==> config.mk <==
export PLATFORM = sky130hd
export DESIGN_NAME = csc_core
export DESIGN_NICKNAME = d
export VERILOG_FILES = /design/src/inc/csc_pkg.sv /design/src/hw/csc_core.sv
export SDC_FILE = /design/constraint.sdc
export NUM_CORES = 1
export LEC_CHECK = 0
export BUFFER_PORTS_ARGS = -buffer_cell sky130_fd_sc_hd__buf_4
export CORE_UTILIZATION = 45
export DETAILED_ROUTE_END_ITERATION = 12
export PLACE_DENSITY = 0.74
export SLEW_MARGIN = 20
export SYNTH_ARGS = -nofsm -noshare
export SYNTH_HDL_FRONTEND = slang
export SYNTH_SLANG_ARGS = --single-unit
==> constraint.sdc <==
create_clock -name clock -period 6.86 [get_ports clock]
set_input_delay 0 -clock clock [delete_from_list [all_inputs] [get_ports clock]]
set_output_delay 0 -clock clock [all_outputs]
set_load 0.05 [all_outputs]
==> src/inc/csc_pkg.sv <==
package csc_pkg;
  // Register map, byte addresses on the bus
  localparam logic [3:0] ADR_STATUS  = 4'h0;
  localparam logic [3:0] ADR_CONTROL = 4'h4;

  // Status word field positions
  localparam int B_WA  = 15;
  localparam int B_WB  = 14;
  localparam int B_CA  = 13;
  localparam int B_CB  = 12;
  localparam int B_WAB = 11;
  localparam int B_CAB = 10;
  localparam int B_LP  = 9;
  localparam int B_NC  = 8;
  localparam int B_PRI = 5;
  localparam int B_RP  = 4;
  localparam int B_N   = 3;
  localparam int B_SW  = 2;
  localparam int B_Z   = 1;
  localparam int B_C   = 0;

  // Control word field positions
  localparam int C_UNS    = 12;
  localparam int C_EXIT   = 11;
  localparam int C_DEP    = 8;
  localparam int C_CLA    = 7;
  localparam int C_CLB    = 6;
  localparam int C_CLM    = 5;
  localparam int C_CLW    = 4;
  localparam int C_PRI3   = 3;
  localparam int C_PWN    = 2;
  localparam int C_RBS    = 1;
  localparam int C_IF     = 0;

  // Reset values and masks
  localparam logic [15:0] CTL_RST   = 16'h0020;
  localparam logic [15:0] CTL_WMASK = 16'h10F7;
  localparam logic [2:0]  PRI_TOP   = 3'h7;

  // ALU operations
  typedef enum logic [2:0] {
    OP_ADD = 3'h0,
    OP_SUB = 3'h1,
    OP_AND = 3'h2,
    OP_OR  = 3'h3,
    OP_XOR = 3'h4,
    OP_SHL = 3'h5,
    OP_SHR = 3'h6,
    OP_ASR = 3'h7
  } csc_aluop_t;

  // Multiplier modes
  typedef enum logic [2:0] {
    MUL_SS  = 3'h0,
    MUL_UU  = 3'h1,
    MUL_SL5 = 3'h2,
    MUL_UL5 = 3'h3,
    MUL_UXS = 3'h4,
    MUL_U8  = 3'h5,
    MUL_DSP = 3'h6
  } csc_mulmode_t;

  // Bus slave states
  typedef enum logic {
    BUS_IDLE = 1'b0,
    BUS_ACK  = 1'b1
  } csc_bus_t;
endpackage

==> src/hw/csc_core.sv <==
// Function
// - Overflow flags track each accumulator pass
// - Saturation flags sticky, software clear only
// - Bit 11 reads OR of overflows
// - Bit 10 ORs saturations; clear clears both
// - Loop active bits mirror loop unit
// - Digit carry from nibble or byte
// - Carry from top bit; inverted borrow on subtract
// - Negative flag follows result sign
// - Signed overflow when sign flips wrongly
// - Zero flag set by zero result, cleared by nonzero result
// - Four-bit priority; level seven blocks users
// - Low three priority bits write-locked while nesting disabled
// - Multiply sign and integer mode controls
// - Early exit bit pulses, reads zero
// - Loop depth reported read-only
// - Saturation enables, data write enabled reset
// - Clip width selects super or normal
// - Top priority bit clear-only by software
// - Program window enable control
// - Rounding mode select control
// - ALU add, sub, shift, logic, byte/word
// - Shared multiplier with listed MCU modes
module csc_core
  import csc_pkg::*;
#(
  parameter int WORD_W = 16
) (
  // Clock and reset
  input  wire logic        clock,
  input  wire logic        rst,
  // Wishbone slave
  input  wire logic        cyc_i,
  input  wire logic        stb_i,
  input  wire logic        we_i,
  input  wire logic [3:0]  adr_i,
  input  wire logic [3:0]  sel_i,
  input  wire logic [31:0] dat_i,
  output logic      [31:0] dat_o,
  output logic             ack_o,
  // ALU request
  input  wire logic        aluGo,
  input  wire csc_aluop_t  aluOp,
  input  wire logic        aluByte,
  input  wire logic [15:0] aluA,
  input  wire logic [15:0] aluB,
  output logic      [15:0] aluResult,
  output logic             aluDone,
  // Multiplier request
  input  wire logic        mulGo,
  input  wire csc_mulmode_t mulMode,
  input  wire logic [15:0] mulA,
  input  wire logic [15:0] mulB,
  output logic      [31:0] mulProduct,
  output logic             mulDone,
  // Accumulator events
  input  wire logic        accAUpd,
  input  wire logic        accAOvf,
  input  wire logic        accASat,
  input  wire logic        accBUpd,
  input  wire logic        accBOvf,
  input  wire logic        accBSat,
  // Loop unit
  input  wire logic        doActive,
  input  wire logic        repActive,
  input  wire logic [2:0]  loopDepth,
  output logic             earlyExit,
  // Interrupt controller
  input  wire logic        nestingDisable,
  input  wire logic        priLoad,
  input  wire logic [3:0]  priIn,
  output logic      [3:0]  cpuPriority,
  output logic             userIrqOff,
  // Engine configuration
  output logic             mulUnsigned,
  output logic             mulInteger,
  output logic             accAClipEn,
  output logic             accBClipEn,
  output logic             memWrClipEn,
  output logic             superClip,
  output logic             progWindowEn,
  output logic             roundBiased
);

  if (WORD_W != 16) begin : g_chk
    $error("csc_core supports only a 16-bit word");
  end

  ////////////////////////////////////////////////////////////
  // Bus slave
  csc_bus_t    busState_ff;
  logic [31:0] datOut_ff;
  logic [15:0] statusWord;
  logic [15:0] ctlWord;
  logic [15:0] rdWord;
  wire         busReq  = cyc_i && stb_i;
  wire         selStat = adr_i == ADR_STATUS;
  wire         selCtl  = adr_i == ADR_CONTROL;
  // Writes land on the edge where ack is sampled
  wire         commit  = busReq && we_i && ack_o;
  wire         wrStatLo = commit && selStat && sel_i[0];
  wire         wrStatHi = commit && selStat && sel_i[1];
  wire         wrCtlLo  = commit && selCtl && sel_i[0];
  wire         wrCtlHi  = commit && selCtl && sel_i[1];

  // Unmapped reads return zero, still acknowledged
  assign rdWord = selStat ? statusWord :
                  selCtl  ? ctlWord : 16'h0000;
  assign ack_o  = busState_ff == BUS_ACK;
  assign dat_o  = datOut_ff;

  // One wait state, ack drops after one cycle
  always_ff @(posedge clock or posedge rst) begin
    if (rst) begin
      busState_ff <= BUS_IDLE;
    end else if (busState_ff == BUS_ACK) begin
      busState_ff <= BUS_IDLE;
    end else if (busReq) begin
      busState_ff <= BUS_ACK;
    end
  end

  // Read data captured as ack rises
  always_ff @(posedge clock or posedge rst) begin
    if (rst) begin
      datOut_ff <= 32'h00000000;
    end else if (busReq && !ack_o) begin
      datOut_ff <= {16'h0000, rdWord};
    end
  end

  ////////////////////////////////////////////////////////////
  // Accumulator status
  logic wrapA_ff;
  logic wrapB_ff;
  logic clipA_ff;
  logic clipB_ff;
  // Clearing either the flag or the combined bit clears it
  wire  clrClipA  = wrStatHi && (!dat_i[B_CA] || !dat_i[B_CAB]);
  wire  clrClipB  = wrStatHi && (!dat_i[B_CB] || !dat_i[B_CAB]);
  wire  nxt_clipA = accASat || (clipA_ff && !clrClipA);
  wire  nxt_clipB = accBSat || (clipB_ff && !clrClipB);

  // Overflow follows every pass; not writable
  always_ff @(posedge clock or posedge rst) begin
    if (rst) begin
      wrapA_ff <= 1'b0;
      wrapB_ff <= 1'b0;
    end else begin
      if (accAUpd) wrapA_ff <= accAOvf;
      if (accBUpd) wrapB_ff <= accBOvf;
    end
  end

  // Sticky; a new event beats a clear
  always_ff @(posedge clock or posedge rst) begin
    if (rst) begin
      clipA_ff <= 1'b0;
      clipB_ff <= 1'b0;
    end else begin
      clipA_ff <= nxt_clipA;
      clipB_ff <= nxt_clipB;
    end
  end

  ////////////////////////////////////////////////////////////
  // ALU datapath
  logic [15:0] res;
  logic        cOut;
  logic        ncOut;
  logic        swOut;
  logic        arith;
  wire         isSub = aluOp == OP_SUB;
  // Subtract is add of complement plus one
  wire  [15:0] opB   = isSub ? ~aluB : aluB;
  wire  [16:0] sumW  = {1'b0, aluA} + {1'b0, opB}
                       + {16'h0000, isSub};
  wire  [8:0]  sumB  = {1'b0, aluA[7:0]} + {1'b0, opB[7:0]}
                       + {8'h00, isSub};
  wire  [4:0]  sumN  = {1'b0, aluA[3:0]} + {1'b0, opB[3:0]}
                       + {4'h0, isSub};
  wire         aMsb  = aluByte ? aluA[7] : aluA[15];
  wire         bMsb  = aluByte ? opB[7] : opB[15];
  wire         rMsb  = aluByte ? res[7] : res[15];
  wire         resZero = aluByte ? res[7:0] == 8'h00
                                 : res == 16'h0000;

  // Byte ops leave the upper result byte zero
  always_comb begin
    res   = 16'h0000;
    cOut  = 1'b0;
    arith = 1'b0;
    case (aluOp)
      OP_ADD, OP_SUB: begin
        arith = 1'b1;
        res   = aluByte ? {8'h00, sumB[7:0]} : sumW[15:0];
        cOut  = aluByte ? sumB[8] : sumW[16];
      end
      OP_AND: res = aluA & aluB;
      OP_OR:  res = aluA | aluB;
      OP_XOR: res = aluA ^ aluB;
      OP_SHL: begin
        res  = {aluA[14:0], 1'b0};
        cOut = aMsb;
      end
      OP_SHR: begin
        res  = aluByte ? {9'h000, aluA[7:1]}
                       : {1'b0, aluA[15:1]};
        cOut = aluA[0];
      end
      OP_ASR: begin
        res  = aluByte ? {8'h00, aluA[7], aluA[7:1]}
                       : {aluA[15], aluA[15:1]};
        cOut = aluA[0];
      end
      default: res = 16'h0000;
    endcase
    if (aluByte) begin
      res[15:8] = 8'h00;
    end
  end

  // Digit carry out of bit 3 for bytes, bit 7 for words
  assign ncOut = aluByte ? sumN[4] : sumB[8];
  // Like signs in, different sign out
  assign swOut = arith && (aMsb == bMsb)
                 && (rMsb != aMsb);

  ////////////////////////////////////////////////////////////
  // Arithmetic flags
  logic n_ff;
  logic sw_ff;
  logic z_ff;
  logic c_ff;
  logic nc_ff;
  logic [15:0] aluRes_ff;
  logic        aluDone_ff;

  // A finishing ALU op beats a software write
  always_ff @(posedge clock or posedge rst) begin
    if (rst) begin
      n_ff  <= 1'b0;
      sw_ff <= 1'b0;
      z_ff  <= 1'b0;
      c_ff  <= 1'b0;
    end else if (aluGo) begin
      n_ff  <= rMsb;
      sw_ff <= swOut;
      z_ff  <= resZero;
      if (arith || aluOp >= OP_SHL) c_ff <= cOut;
    end else if (wrStatLo) begin
      n_ff  <= dat_i[B_N];
      sw_ff <= dat_i[B_SW];
      z_ff  <= dat_i[B_Z];
      c_ff  <= dat_i[B_C];
    end
  end

  // Digit carry only from add and subtract
  always_ff @(posedge clock or posedge rst) begin
    if (rst) begin
      nc_ff <= 1'b0;
    end else if (aluGo && arith) begin
      nc_ff <= ncOut;
    end else if (wrStatHi) begin
      nc_ff <= dat_i[B_NC];
    end
  end

  // Result register and done pulse
  always_ff @(posedge clock or posedge rst) begin
    if (rst) begin
      aluRes_ff  <= 16'h0000;
      aluDone_ff <= 1'b0;
    end else begin
      aluDone_ff <= aluGo;
      if (aluGo) aluRes_ff <= res;
    end
  end

  assign aluResult = aluRes_ff;
  assign aluDone   = aluDone_ff;

  ////////////////////////////////////////////////////////////
  // Priority level
  logic [2:0] pri_ff;
  logic       pri3_ff;

  // Controller load wins; software locked by nesting off
  always_ff @(posedge clock or posedge rst) begin
    if (rst) begin
      pri_ff <= 3'h0;
    end else if (priLoad) begin
      pri_ff <= priIn[2:0];
    end else if (wrStatLo && !nestingDisable) begin
      pri_ff <= dat_i[B_PRI +: 3];
    end
  end

  // Software can only clear the top bit
  always_ff @(posedge clock or posedge rst) begin
    if (rst) begin
      pri3_ff <= 1'b0;
    end else if (priLoad) begin
      pri3_ff <= priIn[3];
    end else if (wrCtlLo && !dat_i[C_PRI3]) begin
      pri3_ff <= 1'b0;
    end
  end

  assign cpuPriority = {pri3_ff, pri_ff};
  assign userIrqOff  = pri3_ff || pri_ff == PRI_TOP;

  ////////////////////////////////////////////////////////////
  // Control word
  logic [15:0] ctl_ff;
  logic        exit_ff;
  wire  [15:0] ctlLane = {{8{wrCtlHi}}, {8{wrCtlLo}}};
  wire  [15:0] ctlMask = ctlLane & CTL_WMASK;

  // Only writable fields are stored
  always_ff @(posedge clock or posedge rst) begin
    if (rst) begin
      ctl_ff <= CTL_RST;
    end else begin
      ctl_ff <= (ctl_ff & ~ctlMask)
                | (dat_i[15:0] & ctlMask);
    end
  end

  // Early exit is a pulse, never stored for read
  always_ff @(posedge clock or posedge rst) begin
    if (rst) begin
      exit_ff <= 1'b0;
    end else begin
      exit_ff <= wrCtlHi && dat_i[C_EXIT];
    end
  end

  assign earlyExit    = exit_ff;
  assign mulUnsigned  = ctl_ff[C_UNS];
  assign mulInteger   = ctl_ff[C_IF];
  assign accAClipEn   = ctl_ff[C_CLA];
  assign accBClipEn   = ctl_ff[C_CLB];
  assign memWrClipEn  = ctl_ff[C_CLM];
  assign superClip    = ctl_ff[C_CLW];
  assign progWindowEn = ctl_ff[C_PWN];
  assign roundBiased  = ctl_ff[C_RBS];

  ////////////////////////////////////////////////////////////
  // Read views
  always_comb begin
    statusWord          = 16'h0000;
    statusWord[B_WA]    = wrapA_ff;
    statusWord[B_WB]    = wrapB_ff;
    statusWord[B_CA]    = clipA_ff;
    statusWord[B_CB]    = clipB_ff;
    statusWord[B_WAB]   = wrapA_ff || wrapB_ff;
    statusWord[B_CAB]   = clipA_ff || clipB_ff;
    statusWord[B_LP]    = doActive;
    statusWord[B_NC]    = nc_ff;
    statusWord[B_PRI +: 3] = pri_ff;
    statusWord[B_RP]    = repActive;
    statusWord[B_N]     = n_ff;
    statusWord[B_SW]    = sw_ff;
    statusWord[B_Z]     = z_ff;
    statusWord[B_C]     = c_ff;
  end

  // Exit bit reads zero; depth comes from the loop unit
  always_comb begin
    ctlWord             = ctl_ff & CTL_WMASK;
    ctlWord[C_DEP +: 3] = loopDepth;
    ctlWord[C_PRI3]     = pri3_ff;
  end

  ////////////////////////////////////////////////////////////
  // Shared 17x17 multiplier
  logic signed [16:0] mulX;
  logic signed [16:0] mulY;
  logic signed [33:0] prodFull;
  logic        [31:0] mul_ff;
  logic               mulDone_ff;
  // Extension into bit 16 selects signedness
  wire                dspSx = !ctl_ff[C_UNS];

  always_comb begin
    mulX = {1'b0, mulA};
    mulY = {1'b0, mulB};
    case (mulMode)
      MUL_SS: begin
        mulX = {mulA[15], mulA};
        mulY = {mulB[15], mulB};
      end
      MUL_UU: begin
        mulX = {1'b0, mulA};
        mulY = {1'b0, mulB};
      end
      MUL_SL5: begin
        mulX = {mulA[15], mulA};
        mulY = {12'h000, mulB[4:0]};
      end
      MUL_UL5: begin
        mulX = {1'b0, mulA};
        mulY = {12'h000, mulB[4:0]};
      end
      MUL_UXS: begin
        mulX = {1'b0, mulA};
        mulY = {mulB[15], mulB};
      end
      MUL_U8: begin
        mulX = {9'h000, mulA[7:0]};
        mulY = {9'h000, mulB[7:0]};
      end
      MUL_DSP: begin
        mulX = {dspSx && mulA[15], mulA};
        mulY = {dspSx && mulB[15], mulB};
      end
      default: begin
        mulX = 17'h00000;
        mulY = 17'h00000;
      end
    endcase
  end

  assign prodFull = mulX * mulY;

  // Fractional DSP products drop the duplicate sign bit
  always_ff @(posedge clock or posedge rst) begin
    if (rst) begin
      mul_ff     <= 32'h00000000;
      mulDone_ff <= 1'b0;
    end else begin
      mulDone_ff <= mulGo;
      if (mulGo && mulMode == MUL_DSP && !ctl_ff[C_IF]) begin
        mul_ff <= {prodFull[30:0], 1'b0};
      end else if (mulGo) begin
        mul_ff <= prodFull[31:0];
      end
    end
  end

  assign mulProduct = mul_ff;
  assign mulDone    = mulDone_ff;
endmodule

==> results_dict.tcl, run 1 <==
set metrics [dict create \
    status "complete, no violations" \
    drt_first_iter_violations 953 \
    sw_frac_of_total_pct 53.8 \
    antenna-diode-count 0 \
    worst_setup_path_end_kind "flip-flop" \
    cellLeakagePower_nw 10.1 \
    finalHoldViolCount 0 \
    syn-mean-instance-area_sq_um 8.78 \
    worst_setup_path_start_kind "flip-flop" \
    cts.clk_slew.worst_paths_ns 0.08 \
    place_ws_ns 0.103 \
    clockPowerShare_pct 7.2 \
    placement.cell_area_sq_um 19000 \
    final.min_clock_period_ns 6.51 \
    worst_r2r_path_depth 22 \
    final_design_area_no_fill_sq_um 19700 \
    avgViaCountPerCell 5.54 \
    design.final.nets 2676 \
    area_growth_syn_to_layout_pct 15.4 \
    crit_type "reg2reg" \
    chipHeight_um 197 \
    fp-row-count 70 \
    worst_clock_skew_ns 0.00932 \
    total_switching_power_mw 3.98 \
    drt-met1-wl_um 18400 \
    yosys_register_bits 89 \
    route.detailed.wl_per_inst_um 18.4 \
    maxCapViolations 0 \
    whs_path_depth 4 \
    postRouteAntennaNets 0 \
    powerDensity_nw_per_um2 375 \
    grt_pass1_wl_um 77300 \
    fin_util_pct 53.3 \
    post_synth_inst_count 1943 \
    final-max-slew-violation-count 0 \
    maxSlewHeadroom_pct 42.5 \
    achievable-frequency_ghz 0.154 \
    met3RoutedLength_um 2610 \
    fin_setup_tns_ns 0 \
    highest_layer "met4" \
    hpwl_um 39500 \
    internal_power_mw 3.41 \
    wl_met2_um 25500 \
    layout.filler_cells 3340 \
    grt_pass1_vias 15200 \
    antenna_found_initial 0 \
    numClockSinks 89 \
    finalWeightedCongestion 0.967 \
    routed_wirelength_um 48500 \
    fin_ws_ns 0.352 \
    vdd_drop_max_mv 0.412 \
    floorplan.die.width_um 197 \
    worst-endpoint-required_ns 7.08 \
    cts.root.buffer_cell "clkbuf_16" \
    detailroute.via_count 14600 \
    cts.htree.levels 3 \
    clock_latency_ns 0.35 \
    grt_usage_pct 25.4 \
    cp_data_arrival_time_ns 6.73 \
    netlist_area_sq_um 17100 \
    cts_tree "yes" \
    power.share.sequential_pct 10.1 \
    worst-path-max-fanout 6 \
    number_of_flops_mapped_to_enable_cells_by_yosys 0 \
    io_pins 232 \
    globalRouteOverflowTotal 0 \
    post-route-drc-count 0 \
    finalSetupViolCount 0 \
    post-layout-total-power_mw 7.39 \
    layout-drive-gt1-share_pct 13.2 \
    io_buffer_count 194 \
    finalCritPeriodShare_pct 94.9 \
    floorplan.initialDensity_pct 46.1 \
    post_synth_num_cell_types 75 \
    design.die.area_sq_um 38700 \
    worstMarginPinSlew_ns 0.859 \
    synth-main-ff-cell "dfrtp_1" \
    fp.coreArea_sq_um 37000 \
    drt-pass1-iter-count 8 \
    timing.hold.worst.class "in2reg" \
    async_reset_ff_share_pct 100 \
    synth_seq_area_share_pct 13.1 \
    clk_path_buf_depth 2 \
    rsz0062_at_grt "no" \
    pin_count_of_the_biggest_net_entering_global_routing 63 \
    cts-buffers-inserted 9 \
    pwr-share-comb_pct 82.7 \
    synth-warning-count 0 \
]
==> Yosys cell counts (all sizes together) (5+ instances only) <==
cell | instances | area share [%]
mux4 | 6 | 0.79
xnor2 | 44 | 2.3
a21o | 18 | 0.79
and2 | 31 | 1.1
o21ai | 79 | 2.3
buf | 30 | 1.1
o21a | 9 | 0.40
o22ai | 6 | 0.22
nor3 | 13 | 0.38
a31oi | 10 | 0.37
xor2 | 12 | 0.62
a221oi | 6 | 0.31
mux2 | 21 | 1.4
nand2b | 11 | 0.40
inv | 381 | 8.4
nand4 | 7 | 0.26
mux2i | 22 | 1.3
clkbuf | 67 | 1.5
a221o | 19 | 1.1
a21oi | 53 | 1.6
a211oi | 12 | 0.53
o221ai | 6 | 0.31
ha | 129 | 9.5
dfrtp | 88 | 13
o21bai | 5 | 0.22
nor2 | 150 | 3.3
nand2 | 195 | 4.3
nand3 | 42 | 1.2
fa | 283 | 33
nor2b | 11 | 0.40
or3 | 6 | 0.22
and3 | 86 | 3.2
a22oi | 16 | 0.70
o211ai | 8 | 0.35
==> area by class of cell <==
type                            instances  area [sq um]  area share, %
Clock buffer                            9           225           1.14
Clock inverter                          7          95.1          0.483
Inverter                              381          1430           7.28
Multi-Input combinational cell       1391         13000           66.3
Sequential cell                        89          2230           11.3
Tap cell                              504           631           3.20
Timing Repair Buffer                  257          2030           10.3
==> layer usage <==
layer | track usage [%] | vias to the layer above
met5 | 0 | -
met4 | 10.2 | 0
met3 | 2.22 | 129
met2 | 46.5 | 549
met1 | 30.6 | 7354
li1 | - | 6573
==> worst paths after layout <==
path | start | endpoint | slack (ns)
max in group asynchronous | rst | async pin | 5.52
setup / recovery | flip-flop | mulProduct[28]$_DFFE_PP0P_ | 0.35
setup reg to reg | flip-flop | mulProduct[28]$_DFFE_PP0P_ | 0.35
hold / removal | loopDepth[2] | dat_o[10]$_DFFE_PP0P_ | 0.04
hold reg to reg | dat_o[7]$_DFFE_PP0P_ | dat_o[7]$_DFFE_PP0P_ | 0.48
min in group asynchronous | rst | mulProduct[2]$_DFFE_PP0P_ | 0.20
==> power by group through the flow <==
stage               sequential (mW)  clock, mW  combinational (mW)
finish                        0.747      0.533                6.11
global route                  0.757      0.565                6.76
CTS                           0.745      0.543                6.10
detailed placement            0.753          0                6.06
global placement              0.751          0                5.91
floorplan                      1.11          0                4.23
==> logic make-up (layout without fill, tap and decap cells) <==
| family | count (synthesis) | count (layout) | synth area share, % |
|---|---|---|---|
| xor+xnor | 56 | 56 | 2.88 |
| fa+ha+maj | 412 | 412 | 42.7 |
| compound gates | 280 | 280 | 11.0 |
| simple gates | 578 | 578 | 16.0 |
| mux | 49 | 49 | 3.47 |
| flops | 89 | 89 | 13.1 |
| other cells | 1 | 16 | 0.0220 |
| buf+inv | 478 | 654 | 10.9 |
==> state kept, by name, indices dropped and copies added (netlist names), 3 cells and up, named ones only <==
register and count:
pri_ff 3, aluResult 16, dat_o 16, mulProduct 32
==> cell usage in the layout, fill, tap and decap left out, types with 7 or more instances in the layout <==
master	netlist	layout
o21ai_0	61	61
dfrtp_1	88	88
a21oi_1	53	53
fa_1	283	282
buf_4	17	218
a211oi_1	12	12
conb_1	1	16
a221o_1	19	19
and3_1	86	86
o211ai_1	8	8
nor2b_1	11	11
xnor2_1	44	44
and2_1	28	28
o21ai_1	18	18
ha_1	129	129
a21o_1	18	18
nand2b_1	11	11
a31oi_1	10	10
xor2_1	12	12
inv_1	377	376
dlygate4sd3_1	0	38
o21a_1	8	8
nor3_1	13	12
nor2_1	150	150
nand3_1	42	41
nand4_1	7	7
nand2_1	194	194
clkbuf_16	0	9
mux2i_1	22	22
a22oi_1	16	16
mux2_2	20	20
==> stage by stage <==
stage          instances  hold WS (ns)
2_1_floorplan       1958        0.0314
3_3_place_gp        2582        0.0117
3_5_place_dp        2582        0.0164
4_1_cts             2636        0.0194
5_1_grt             2638        0.0481
6_report            2638        0.0423
==> critical path, stage by stage, from the launching register on <==
cell and delay [ns]:
dfrtp_1 0.42, o21ai_0 0.21, and3b_2 0.30, and3_1 0.21, inv_1 0.07, fa_1 0.65
fa_1 0.45, inv_1 0.09, fa_1 0.46, fa_1 0.53, fa_1 0.49, inv_1 0.05
fa_1 0.47, inv_1 0.04, ha_1 0.32, a21o_1 0.17, a21o_1 0.19, a21oi_1 0.12
o21ai_1 0.12, a31oi_1 0.45, xnor2_1 0.18, a221oi_1 0.30, o21ai_1 0.10
==> what timing repair did <==
| action | in CTS | in global routing |
|---|---|---|
| hold buffers | 38 | 0 |
| hold endpoints to repair | 53 | 0 |
| resized for setup | 0 | 2 |
| setup buffers | 0 | 1 |
| setup endpoints to repair | 0 | 3 |
(Power assumes the default switching activity.)
==> run 2, diff against run 1 <==
--- a/config.mk
+++ b/config.mk
@@ -8,6 +8,7 @@
 export BUFFER_PORTS_ARGS = -buffer_cell sky130_fd_sc_hd__buf_4
 export CORE_UTILIZATION = 45
 export DETAILED_ROUTE_END_ITERATION = 12
+export GPL_TIMING_DRIVEN = 0
 export PLACE_DENSITY = 0.74
 export SLEW_MARGIN = 20
 export SYNTH_ARGS = -nofsm -noshare
==> constraint.sdc (replaced) <==
create_clock -name clock -period 6.9 [get_ports clock]
set_input_delay 0 -clock clock [delete_from_list [all_inputs] [get_ports clock]]
set_output_delay 0 -clock clock [all_outputs]
set_load 0.05 [all_outputs]
==> run 2 against run 1 <==
Compared with the run above:
- clock power decreased by 2%
- sequential share of layout area decreased by 0.16 points
- sequential power increased by 0.8%
- combinational power increased by 1%
- wire length increased by 4.8%
- critical endpoint is now mulProduct[22]$_DFFE_PP0P_
- largest cell class unchanged
==> results_dict.tcl, run 2 (synthesis gave the netlist of run 1 again) <==
set metrics [dict create \
    status "complete, no violations" \
    maxCapViolations 0 \
    cts_tree "yes" \
    clock_latency_ns 0.34 \
    worstMarginPinSlew_ns 1.08 \
    final-max-slew-violation-count 0 \
    dp_cells 2655 \
    grt_usage_pct 26.6 \
    clk_path_buf_depth 2 \
    cellLeakagePower_nw 10.3 \
    worst_setup_path_start_kind "input pin" \
    final_design_area_no_fill_sq_um 20000 \
    floorplan.initialDensity_pct 46.1 \
    post_layout_nonfiller_instances 2709 \
    floorplan.die.width_um 197 \
    final.min_clock_period_ns 6.70 \
    routed_wirelength_um 50800 \
    worst_setup_path_end_kind "flip-flop" \
    cts.htree.levels 3 \
    design.die.area_sq_um 38700 \
    hpwl_um 42300 \
    cts.root.buffer_cell "clkbuf_16" \
    final_cell_mix "inv_1 (376), fa_1 (281), buf_4 (210)" \
    drt-pass1-iter-count 8 \
    cp_data_arrival_time_ns 6.92 \
    slowest_stage "fa_1" \
    finalSetupViolCount 0 \
    route.detailed.wl_per_inst_um 18.7 \
    pin_count_of_the_biggest_net_entering_global_routing 49 \
    grt_pass1_wl_um 80100 \
    post-route-drc-count 0 \
    antenna_found_initial 0 \
    cts-buffers-inserted 9 \
    avgViaCountPerCell 5.49 \
    finalWeightedCongestion 0.998 \
    achievable-frequency_ghz 0.149 \
    final_hold_slack_ns 0.0246 \
    area_growth_syn_to_layout_pct 17.2 \
    grt_pass1_vias 15100 \
    fin_ws_ns 0.204 \
    critPathMostFrequentCell "fa_1" \
    chipHeight_um 197 \
    worst-path-max-fanout 10 \
    drt_first_iter_violations 1164 \
    antenna-diode-count 0 \
    timing.hold.worst.class "in2reg" \
    finalHoldViolCount 0 \
    worst-endpoint-required_ns 7.13 \
    numClockSinks 89 \
    fin_setup_tns_ns 0 \
    place_ws_ns -0.771 \
    detailroute.via_count 14900 \
    vdd_drop_max_mv 0.435 \
    worst_clock_skew_ns 0.00556 \
    fp-row-count 70 \
    design.final.nets 2747 \
    globalRouteOverflowTotal 0 \
    cts.clk_slew.worst_paths_ns 0.07 \
    placement.cell_area_sq_um 19200 \
    largest_reg_flops 32 \
    io_buffer_count 191 \
    layout-drive-gt1-share_pct 13.7 \
    postRouteAntennaNets 0 \
    io_pins 232 \
    critPathMaxStageDelay_ns 0.53 \
    layout.cells.most_common "inv_1" \
    maxSlewHeadroom_pct 26.7 \
    fp.coreArea_sq_um 37000 \
    powerDensity_nw_per_um2 373 \
    crit_type "in2reg" \
    finalCritPeriodShare_pct 97.0 \
]
## run 2: cell types whose count changed in the layout (fill, tap and decap cells not counted), sizes merged
cell,before,now
inv,385,382
clkbuf,9,76
buf,219,225
dlygate4sd3,38,37
clkinv,2,4
## run 2: power breakdown
group	switching, mW	internal (mW)	total [mW]
clock network	0.225	0.296	0.521
registers	0.0912	0.662	0.753
logic	3.71	2.46	6.18
total	4.03	3.42	7.45
## run 2: area by class of cell
class,count,area [sq um]
Multi-Input combinational cell,1391,13100
Clock inverter,6,77.6
Timing Repair Buffer,232,1840
Sequential cell,89,2230
Tap cell,504,631
Clock buffer,10,239
Fill cell,3435,17000
Inverter,381,1430
Buffer,96,454
## run 2: what timing repair did
action	4_1_cts	5_1_grt
hold endpoints to repair	72	0
pin swaps	0	2
endpoints found under the setup margin	12	14
buffers inserted	0	2
gates resized for setup	9	38
hold buffers	37	0
## run 2: layer usage
| metal | wire length (um) | vias up | track usage [%] |
|---|---|---|---|
| met4 | 2200 | 0 | 11.0 |
| met2 | 25400 | 624 | 46.1 |
| li1 | - | 6710 | - |
| met1 | 19900 | 7413 | 33.4 |
| met3 | 3220 | 132 | 3.63 |
| met5 | 0 | - | 0 |
## run 2: path summary, 6_finish.rpt
| kind | from | end | slack (ns) | cells after the start |
|---|---|---|---|---|
| worst max-delay path | mulMode[0] | mulProduct[22]$_DFFE_PP0P_ | 0.20 | 27 |
| worst min-delay path | loopDepth[2] | dat_o[10]$_DFFE_PP0P_ | 0.02 | 4 |
| worst max register to register | flip-flop | mulProduct[26]$_DFFE_PP0P_ | 0.27 | 23 |
| worst min register to register | dat_o[5]$_DFFE_PP0P_ | dat_o[5]$_DFFE_PP0P_ | 0.49 | 2 |
| max in group asynchronous | rst | async pin | 5.89 | 4 |
| min in group asynchronous | rst | wrapA_ff$_DFFE_PP0P_ | 0.31 | 3 |
## run 2: metrics by stage
| stage | total power [mW] | util [%] |
|---|---|---|
| after floorplan | 5.31 | - |
| after global placement | 6.69 | 51.9 |
| after detailed placement | 6.81 | 52.0 |
| after CTS | 7.40 | 53.9 |
| after global routing | 8.17 | 54.1 |
| final | 7.45 | 54.1 |
## run 2: worst max-delay path: cells and delay by family
| family | cells | cell delay (ns) |
|---|---|---|
| AOI/OAI and AO/OA | 6 | 1.42 |
| adders and majority gates | 7 | 3.24 |
| buffers and inverters | 8 | 0.94 |
| and+or+nand+nor | 6 | 1.30 |
==> run 3, diff against run 2 <==
--- a/config.mk
+++ b/config.mk
@@ -5,12 +5,12 @@
 export SDC_FILE = /design/constraint.sdc
 export NUM_CORES = 1
 export LEC_CHECK = 0
+export ABC_AREA = 1
 export BUFFER_PORTS_ARGS = -buffer_cell sky130_fd_sc_hd__buf_4
 export CORE_UTILIZATION = 45
 export DETAILED_ROUTE_END_ITERATION = 12
 export GPL_TIMING_DRIVEN = 0
 export PLACE_DENSITY = 0.74
-export SLEW_MARGIN = 20
 export SYNTH_ARGS = -nofsm -noshare
 export SYNTH_HDL_FRONTEND = slang
 export SYNTH_SLANG_ARGS = --single-unit
==> run 3 against run 2 <==
Compared with the run above:
- synthesized cell count increased by 13%
- critical path depth decreased by 5
- non-clock buffer count decreased by 37
- hold slack got worse by 0.013 ns
- sequential cell count unchanged
- via count increased by 3.8%
- power decreased by 3.1%
- first-iteration DRC count decreased by 11%
- sequential power decreased by 0.7%
- critical path type is now reg2reg
- critical endpoint is now mulProduct[31]$_DFFE_PP0P_
- largest power group unchanged
==> results_dict.tcl, run 3 <==
set metrics [dict create \
    io_pins 232 \
    number_of_flops_mapped_to_enable_cells_by_yosys 0 \
    avgViaCountPerCell 5.20 \
    largest_reg_flops 32 \
    worst_setup_path_end_kind "flip-flop" \
    layout-drive-gt1-share_pct 12.3 \
    powerDensity_nw_per_um2 362 \
    cts.htree.levels 3 \
    rsz0062_at_grt "no" \
    grt_usage_pct 28.3 \
    area_growth_syn_to_layout_pct 17.3 \
    hpwl_um 44800 \
    maxCapViolations 0 \
    postRouteAntennaNets 0 \
    worst-endpoint-required_ns 7.13 \
    maxSlewHeadroom_pct 40.0 \
    synth_seq_area_share_pct 13.1 \
    worst_setup_path_start_kind "flip-flop" \
    post_synth_inst_count 2205 \
    route.detailed.wl_per_inst_um 17.6 \
    synth_top_cell_by_area "fa_1" \
    fin_ws_ns 0.289 \
    cp_data_arrival_time_ns 6.84 \
    post-layout-total-power_mw 7.22 \
    timing.hold.worst.class "in2reg" \
    fp.coreArea_sq_um 36900 \
    worstMarginPinSlew_ns 0.893 \
    fin_util_pct 54.0 \
    finalSetupViolCount 0 \
    yosys_register_bits 89 \
    routed_wirelength_um 52200 \
    final.min_clock_period_ns 6.61 \
    final_cell_mix "inv_1 (483), nand2_1 (469), fa_1 (280)" \
    finalCritPeriodShare_pct 95.8 \
    chipHeight_um 196 \
    fp-row-count 70 \
    final_design_area_no_fill_sq_um 19900 \
    cellLeakagePower_nw 10.7 \
    numClockSinks 89 \
    finalHoldViolCount 0 \
    yosys-top-cells-area "fa_1 (33%), dfrtp_1 (13%), inv_1 (11%)" \
    finalWeightedCongestion 0.990 \
    synth-main-ff-cell "dfrtp_1" \
    async_reset_ff_share_pct 100 \
    syn-mean-instance-area_sq_um 7.71 \
    design.die.area_sq_um 38500 \
    clock_latency_ns 0.35 \
    place_ws_ns -0.428 \
    synth_top_area_share_pct 33.3 \
    cts_tree "yes" \
    antenna_found_initial 1 \
    most_instantiated_library_cell_after_synthesis "inv_1" \
    cts.root.buffer_cell "clkbuf_16" \
    achievable-frequency_ghz 0.151 \
    cts-buffers-inserted 9 \
    detailroute.via_count 15400 \
    antenna-diode-count 0 \
    drt-pass1-iter-count 5 \
    grt_pass1_wl_um 85100 \
    globalRouteOverflowTotal 0 \
    clk_path_buf_depth 2 \
    floorplan.initialDensity_pct 46.1 \
    synth_commonest_cells "inv_1 (486), nand2_1 (471), fa_1 (283), nor2_1 (264), ha_1 (129)" \
    design.final.nets 3010 \
    drt_first_iter_violations 1037 \
    netlist_area_sq_um 17000 \
    vdd_drop_max_mv 0.360 \
    final-max-slew-violation-count 0 \
    floorplan.die.width_um 196 \
    placement.cell_area_sq_um 19100 \
    pin_count_of_the_biggest_net_entering_global_routing 48 \
    layout.cells.most_common "inv_1" \
    cts.clk_slew.worst_paths_ns 0.07 \
    post-route-drc-count 0 \
    io_buffer_count 190 \
    worst-path-max-fanout 8 \
    crit_type "reg2reg" \
    synth-warning-count 0 \
    grt_pass1_vias 16000 \
    post_synth_num_cell_types 57 \
    status "complete, no violations" \
    worst_clock_skew_ns 0.00764 \
]
## run 3: logic make-up (layout without fill, tap and decap cells)
kind of cell / after synthesis / after routing / synth area share, %
buf+inv: 555 / 803 / 12.9
compound gates: 202 / 202 / 6.98
flops: 89 / 89 / 13.1
xor+xnor: 42 / 42 / 2.16
simple gates: 902 / 902 / 21.8
other cells: 1 / 16 / 0.0221
mux: 2 / 2 / 0.133
fa+ha+maj: 412 / 412 / 42.8
## run 3: repair_timing
action,in CTS,in global routing
resized for setup,4,23
hold endpoints to repair,72,0
hold buffers,38,0
buffers inserted,2,2
setup endpoints to repair,10,13
## run 3: cell type report
class	count	area, sq um
Tap cell	504	631
Clock buffer	10	239
Sequential cell	89	2230
Timing Repair Buffer	233	1860
Clock inverter	6	98.8
Multi-Input combinational cell	1576	12700
Fill cell	3426	16900
Buffer	58	332
Inverter	496	1870
## run 3: power by group
part,total (mW),internal [mW],switching [mW]
sequential,0.748,0.663,0.0856
combinational,5.92,2.08,3.84
clock,0.554,0.333,0.221
## run 3: worst max-delay path, stage by stage, from the launching register on
cell and delay [ns]:
dfrtp_2 0.48, o21ai_0 0.18, and3_4 0.27, clkinvlp_4 0.20
buf_4 0.22, nor2_1 0.24, inv_1 0.11, fa_1 0.53
fa_2 0.66, inv_1 0.15, fa_1 0.49, fa_1 0.58
fa_1 0.44, fa_1 0.48, ha_1 0.39, nand2_1 0.11
nor3_1 0.24, nand2_1 0.11, o211ai_1 0.18, a21oi_1 0.09
nand3b_1 0.18, nand3_1 0.07, nand3_1 0.08
## run 3: path summary, 6_finish.rpt
path	startpoint	end	slack [ns]	depth (start not counted)
max	flip-flop	mulProduct[31]$_DFFE_PP0P_	0.29	22
min	aluA[0]	c_ff$_DFFE_PP0P_	0.01	3
max reg2reg	flip-flop	mulProduct[31]$_DFFE_PP0P_	0.29	22
min reg2reg	dat_o[15]$_DFFE_PP0P_	dat_o[15]$_DFFE_PP0P_	0.49	2
max in group asynchronous	rst	async pin	5.96	4
min in group asynchronous	rst	wrapA_ff$_DFFE_PP0P_	0.29	3
## run 3: per-stage QoR
stage,hold WS [ns],TNS [ns],std cells
global route,0.0124,0,2972
finish,0.0119,0,2972
global placement,0.161,-2.44,2914
floorplan,0.0314,0,2220
detailed placement,0.120,-2.44,2915
CTS,0.000649,0,2970
## run 3: layer usage
metal	track usage (%)	share of wire, %
met2	49.8	49
met1	34.8	39
met5	0	0.025
met4	10.9	4.2
met3	4.57	7.5
